[src/logic/bsu_pkg.sv]
// Package of constants and types for the branch sequencer unit.
//
// Functional notes
// - Unconditional, no nullify: run slot, then target.
// - Condition holds: run slot, then fetch target.
// - Condition fails, no C: run slot, continue sequentially.
// - Condition fails, C present: suppress slot, sequential.
// - Linked variants save address after the slot.
// - Link written only when taken, value address plus two.
// - Register branch with nullify returns via link.
// - Counter operation happens whether or not taken.
// - E0, E1 decrement receive; C2, C3 increment transmit.
// - Shadow branch targets the shadow register value.
// - Shadow branch stalls while fast read pending.
// - Shadow loads only with link option, nonzero halfword.
// - Shadow register is software readable and writable.
// - Condition select 1111 means unconditional branch.
// - Polarity bit picks the tested condition level.
// - Target is low twelve bits, absolute address.
// - Shadow takes first halfword of linked fast read.
package bsu_pkg;

   localparam int         ADDR_W        = 12;
   localparam int         HALF_W        = 16;
   localparam int         COND_W        = 15;
   localparam logic [3:0] SEL_UNCOND    = 4'hF;
   localparam logic [7:0] CNT_DEC_RX_OCC = 8'hE0;
   localparam logic [7:0] CNT_DEC_RX_FIL = 8'hE1;
   localparam logic [7:0] CNT_INC_TX_OCC = 8'hC2;
   localparam logic [7:0] CNT_INC_TX_FIL = 8'hC3;
   localparam logic [11:0] PC_RESET      = 12'h000;
   localparam logic [11:0] LINK_RESET    = 12'h000;
   localparam logic [15:0] SHADOW_RESET  = 16'h0000;
   localparam logic [11:0] LINK_STEP     = 12'h002;
   localparam logic [11:0] SEQ_STEP      = 12'h001;

   typedef enum logic [1:0] {
      BSU_SRC_IMM,
      BSU_SRC_SHADOW,
      BSU_SRC_LINK
   } bsu_src_type;

   // One decoded branch as issued by the instruction decoder.
   typedef struct packed {
      logic        valid;
      bsu_src_type src;
      logic        linked;
      logic [3:0]  cond_sel;
      logic        polarity;
      logic        cond_opt;
      logic [7:0]  cnt_op;
      logic [11:0] imm_target;
      logic [11:0] addr;
   } bsu_branch_type;

   // Fast memory read return carrying the first halfword.
   typedef struct packed {
      logic        valid;
      logic        link_opt;
      logic [15:0] halfword;
   } bsu_fmret_type;

   // Pulses to the four cell-port flow counters.
   typedef struct packed {
      logic dec_receive_occupied;
      logic dec_receive_filled;
      logic inc_transmit_occupied;
      logic inc_transmit_filled;
   } bsu_cnt_type;

endpackage

[src/logic/bsu_branch_sequencer_unit.sv]
// Branch decision, link and shadow register control for the sequencer.
`timescale 1ns/10ps
`default_nettype none
module bsu_branch_sequencer_unit (
   input  wire logic                    clk,
   input  wire logic                    reset_n,
   input  wire bsu_pkg::bsu_branch_type branch,
   input  wire logic [14:0]             ext_cond,
   input  wire logic                    fm_read_pending,
   input  wire bsu_pkg::bsu_fmret_type  fm_return,
   input  wire logic                    link_wr_en,
   input  wire logic [11:0]             link_wr_data,
   input  wire logic                    shadow_wr_en,
   input  wire logic [15:0]             shadow_wr_data,
   output logic                         stall,
   output logic                         slot_cancel,
   output logic                         redirect,
   output logic [11:0]                  redirect_addr,
   output bsu_pkg::bsu_cnt_type         cnt_pulse,
   output logic [11:0]                  link_register,
   output logic [15:0]                  fast_memory_shadow_reg
);

   typedef enum logic [1:0] {
      BSU_IDLE,
      BSU_SLOT
   } bsu_state_type;

   bsu_state_type state_q;
   logic          cond_met;
   logic          uncond;
   logic          taken;
   logic          hold;
   logic [11:0]   target;
   logic [11:0]   target_q;
   logic          taken_q;

   assign uncond = (branch.cond_sel == bsu_pkg::SEL_UNCOND);
   assign cond_met = uncond ? 1'b1 :
                     (ext_cond[branch.cond_sel] == branch.polarity);
   // A shadow branch waits on the outstanding read; in the return cycle it still takes the shadow value from before the load.
   assign hold  = branch.valid && (branch.src == bsu_pkg::BSU_SRC_SHADOW)
                  && fm_read_pending && !fm_return.valid;
   assign taken = branch.valid && !hold && cond_met;

   always_comb begin
      case (branch.src)
         bsu_pkg::BSU_SRC_SHADOW: target = fast_memory_shadow_reg[11:0];
         bsu_pkg::BSU_SRC_LINK:   target = link_register;
         default:                 target = branch.imm_target;
      endcase
   end

   // The slot is always fetched; only its effects are cancelled here.
   always_ff @(posedge clk) begin
      if (!reset_n) begin
         state_q     <= BSU_IDLE;
         taken_q     <= 1'b0;
         target_q    <= bsu_pkg::PC_RESET;
         slot_cancel <= 1'b0;
      end else if (branch.valid && !hold) begin
         state_q  <= BSU_SLOT;
         taken_q  <= taken;
         target_q <= target;
         // The C bit doubles as nullify when unconditional.
         slot_cancel <= branch.cond_opt && (uncond || !cond_met);
      end else begin
         state_q     <= BSU_IDLE;
         taken_q     <= 1'b0;
         slot_cancel <= 1'b0;
      end
   end

   // Redirect follows the slot cycle; not taken means sequential flow.
   always_ff @(posedge clk) begin
      if (!reset_n) begin
         redirect      <= 1'b0;
         redirect_addr <= bsu_pkg::PC_RESET;
      end else begin
         case (state_q)
            BSU_SLOT: begin
               redirect      <= taken_q;
               redirect_addr <= target_q;
            end
            BSU_IDLE: redirect <= 1'b0;
            default:  redirect <= 1'b0;
         endcase
      end
   end

   always_ff @(posedge clk) begin
      if (!reset_n) begin
         stall <= 1'b0;
      end else begin
         stall <= hold;
      end
   end

   // Counter pulse is independent of the branch outcome.
   always_ff @(posedge clk) begin
      if (!reset_n) begin
         cnt_pulse <= '0;
      end else begin
         cnt_pulse <= '0;
         if (branch.valid && !hold) begin
            cnt_pulse.dec_receive_occupied  <= (branch.cnt_op == bsu_pkg::CNT_DEC_RX_OCC);
            cnt_pulse.dec_receive_filled    <= (branch.cnt_op == bsu_pkg::CNT_DEC_RX_FIL);
            cnt_pulse.inc_transmit_occupied <= (branch.cnt_op == bsu_pkg::CNT_INC_TX_OCC);
            cnt_pulse.inc_transmit_filled   <= (branch.cnt_op == bsu_pkg::CNT_INC_TX_FIL);
         end
      end
   end

   // Link writes land one cycle later, so software must leave a gap before use.
   always_ff @(posedge clk) begin
      if (!reset_n) begin
         link_register <= bsu_pkg::LINK_RESET;
      end else if (taken && branch.linked) begin
         link_register <= 12'(branch.addr + bsu_pkg::LINK_STEP);
      end else if (link_wr_en) begin
         link_register <= link_wr_data;
      end
   end

   always_ff @(posedge clk) begin
      if (!reset_n) begin
         fast_memory_shadow_reg <= bsu_pkg::SHADOW_RESET;
      end else if (fm_return.valid && fm_return.link_opt
                   && (fm_return.halfword != 16'h0000)) begin
         fast_memory_shadow_reg <= fm_return.halfword;
      end else if (shadow_wr_en) begin
         fast_memory_shadow_reg <= shadow_wr_data;
      end
   end

endmodule // bsu_branch_sequencer_unit
`default_nettype wire

[config.mk]
export PLATFORM = sky130hd
export DESIGN_NAME = bsu_branch_sequencer_unit
export DESIGN_NICKNAME = d
export VERILOG_FILES = /design/src/logic/bsu_pkg.sv /design/src/logic/bsu_branch_sequencer_unit.sv
export SDC_FILE = /design/constraint.sdc
export NUM_CORES = 1
export LEC_CHECK = 0
export ABC_AREA = 1
export ABC_CLOCK_PERIOD_IN_PS = 2150
export BUFFER_PORTS_ARGS = -buffer_cell sky130_fd_sc_hd__buf_2
export CAP_MARGIN = 25
export CORE_MARGIN = 2
export CORE_UTILIZATION = 35
export CTS_CLUSTER_DIAMETER = 60
export CTS_CLUSTER_SIZE = 8
export DETAILED_ROUTE_END_ITERATION = 8
export PLACE_DENSITY_LB_ADDON = 0.12
export RECOVER_POWER = 25
export SYNTH_ARGS = -nofsm -noshare
export SYNTH_HDL_FRONTEND = slang
export SYNTH_SLANG_ARGS = --single-unit
[constraint.sdc]
create_clock -name clk -period 2.15 [get_ports clk]
set_input_delay 0.1075 -clock clk [delete_from_list [all_inputs] [get_ports clk]]
set_output_delay 0.1075 -clock clk [all_outputs]
set_load 0.1 [all_outputs]
==> results.ini <==
[job]
maxCapViolCount = 0

[worst_setup_path]
worstSetupPathType = flop to primary output
worstSetupStartpointType = flop
cp_slowest_stage_delay_ns = 0.87
crit_buf_inv = 1
path_delay_family = buffers and inverters
crit_fanout = 1
crit_required_ns = 2.04
crit_arrival_ns = 1.52
path_cells = clkbuf_1
slowest_stage = clkbuf_1
cp-end-kind = primary output

[sta]
worstMarginPinSlew_ns = 1.18
hold_ws_ns = 0.0256
hold_violations = 0
slew_viol_final = 0
rsz0062_at_grt = no
finalSetupViolCount = 0
fin_ws_ns = 0.521
timing.fmax_mhz = 614
relSlewSlack_pct = 21.8
min_period_over_period_pct = 75.7
skew_ns = 0.00625
fin_crit_ns = 1.63
setup-tns-final_ns = 0

[synth]
yosysWarnings = 0
yosysSeqAreaShare_pct = 39.2
avgSynthCellArea_um2 = 6.73
synth-seq-cells = 61
syn_inst = 463
synthesis.nets = 574
yosysUniqueCellTypes = 27
syn_area_mm2 = 0.00311

[floorplan]
die_x_um = 98.3
rows = 34
pin_count = 155
start_util_pct = 35.9
die_area_mm2 = 0.00967
core_region_area_mm2 = 0.00868
fp.dieH_um = 98.3

[layout]
drive_gt1_share_pct = 28.1
antenna_cells = 0
layoutNonFillerInstCount = 724
mostFrequentLayoutCells = 146 x buf_2, 95 x nand2_1, 68 x nor2_1, 61 x dfxtp_1, 46 x nand3_1
syn_to_final_growth_pct = 32.5
layout.nets = 723
final_common_cell = buf_2
fin_area_mm2 = 0.00413
largest_reg_flops = 16

[global_routing]
grt_pass1_wl_mm = 15.6
grt_max_degree = 27
antenna_found_initial = 2
grt_pass1_vias = 3407
track_usage_pct = 19.7
overflow = 0

[route]
drc = 0
dr.pass1.iters = 4
drt-initial-drc-count = 142
route.vias.total = 3453
routed_wl_mm = 9.37
via_per_inst = 4.77
final_antenna_net_count = 0
routedWlPerCell_um = 12.9

[clock_tree]
clock_sink_count = 61
numCtsBuffers = 9
postCtsSetupBuffers = 0
cts-root-buf = clkbuf_8
cts.clk_slew.worst_paths_ns = 0.07
cts_hold_buf = 2
cts_buffer_depth = 2
cts_tree = done
cts_max_level = 3
cts-resized-gates = 0
clkLatencyLatePin_ns = 0.34

[pwr]
leakage_nw = 2.09
max-vdd-ir-drop_mv = 0.340
power_density_mw_per_mm2 = 736

[placed_design]
dpl_cell_area_mm2 = 0.00396
place_hpwl_mm = 7.43
gp_congestion = 0.825
port_buffers = 154
dpl.cell_count = 707
pre_cts_slack_ns = 0.435

[run_status]
status = completed

[hold_path]
hold_class = input port to flop

## layer usage
metal / share of wire (%) / wire [µm] / track usage [%] / vias up
met5: 0.14 / 13 / 0 / -
li1: - / - / - / 1817
met4: 0.69 / 65 / 4.11 / 2
met1: 45 / 4250 / 25.0 / 1526
met2: 46 / 4300 / 31.9 / 101
met3: 7.9 / 740 / 7.80 / 7
## where the power goes
part / switching, mW / internal [mW]
sequential: 0.0553 / 1.21
clock: 0.426 / 0.434
combinational: 0.692 / 0.221
total: 1.17 / 1.86
## path summary, 6_finish.rpt
kind	endpoint	from	slack, ns	cells after the start
worst max-delay path	stall	stall$_SDFF_PN0_	0.52	1
worst min-delay path	fast_memory_shadow_reg[13]$_SDFFE_PN0P_	shadow_wr_data[13]	0.03	3
worst max register to register	redirect_addr[7]$_SDFFE_PN0P_	state_q[0]$_SDFF_PN0_	1.00	3
worst min register to register	redirect$_SDFF_PN0_	taken_q$_SDFF_PN0_	0.42	2
## through the flow
stage / util (%) / power (mW)
finish: 47.5 / 3.04
global route: 47.5 / 3.20
CTS: 47.7 / 3.07
detailed placement: 45.6 / 2.21
global placement: 45.6 / 2.20
floorplan: - / 1.96
## Yosys cell counts (all sizes together)
cell type | instances | area share [%]
buf | 4 | 1.0
nor3b | 1 | 0.24
nor3 | 4 | 0.64
dfxtp | 61 | 39
nor2 | 69 | 8.4
xor2 | 5 | 1.4
a22o | 3 | 0.84
a211oi | 9 | 2.2
a21oi | 45 | 7.2
inv | 44 | 5.3
ha | 3 | 1.2
clkbuf | 20 | 2.4
nand3 | 49 | 8.6
a311oi | 6 | 1.7
o21ai | 34 | 5.5
nand2 | 97 | 12
a31oi | 1 | 0.20
nand4 | 3 | 0.60
xnor2 | 4 | 1.1
nor4 | 1 | 0.20
## worst reg2reg max path, stage by stage (launching register included)
cell and delay [ns]:
dfxtp_1 0.56, inv_1 0.27, nor2_1 0.17, nor2_1 0.06
## final cells by class
class                      count  area (µm²)
inverter                      44         165
clock buffer                  10         138
fill                         962        4550
multi-input combinational    334        1620
tap                          108         135
timing repair buffer         162         818
clock inverter                 5        27.5
sequential                    61        1220
## logic make-up after synthesis
kind of cell    count (synthesis)  share of synthesized area [%]
compound gates                 98                           17.6
xor+xnor                        9                           2.53
fa+ha+maj                       3                           1.21
buf+inv                        68                           8.76
flops                          61                           39.2
simple gates                  224                           30.7
(Power assumes the default switching activity.)
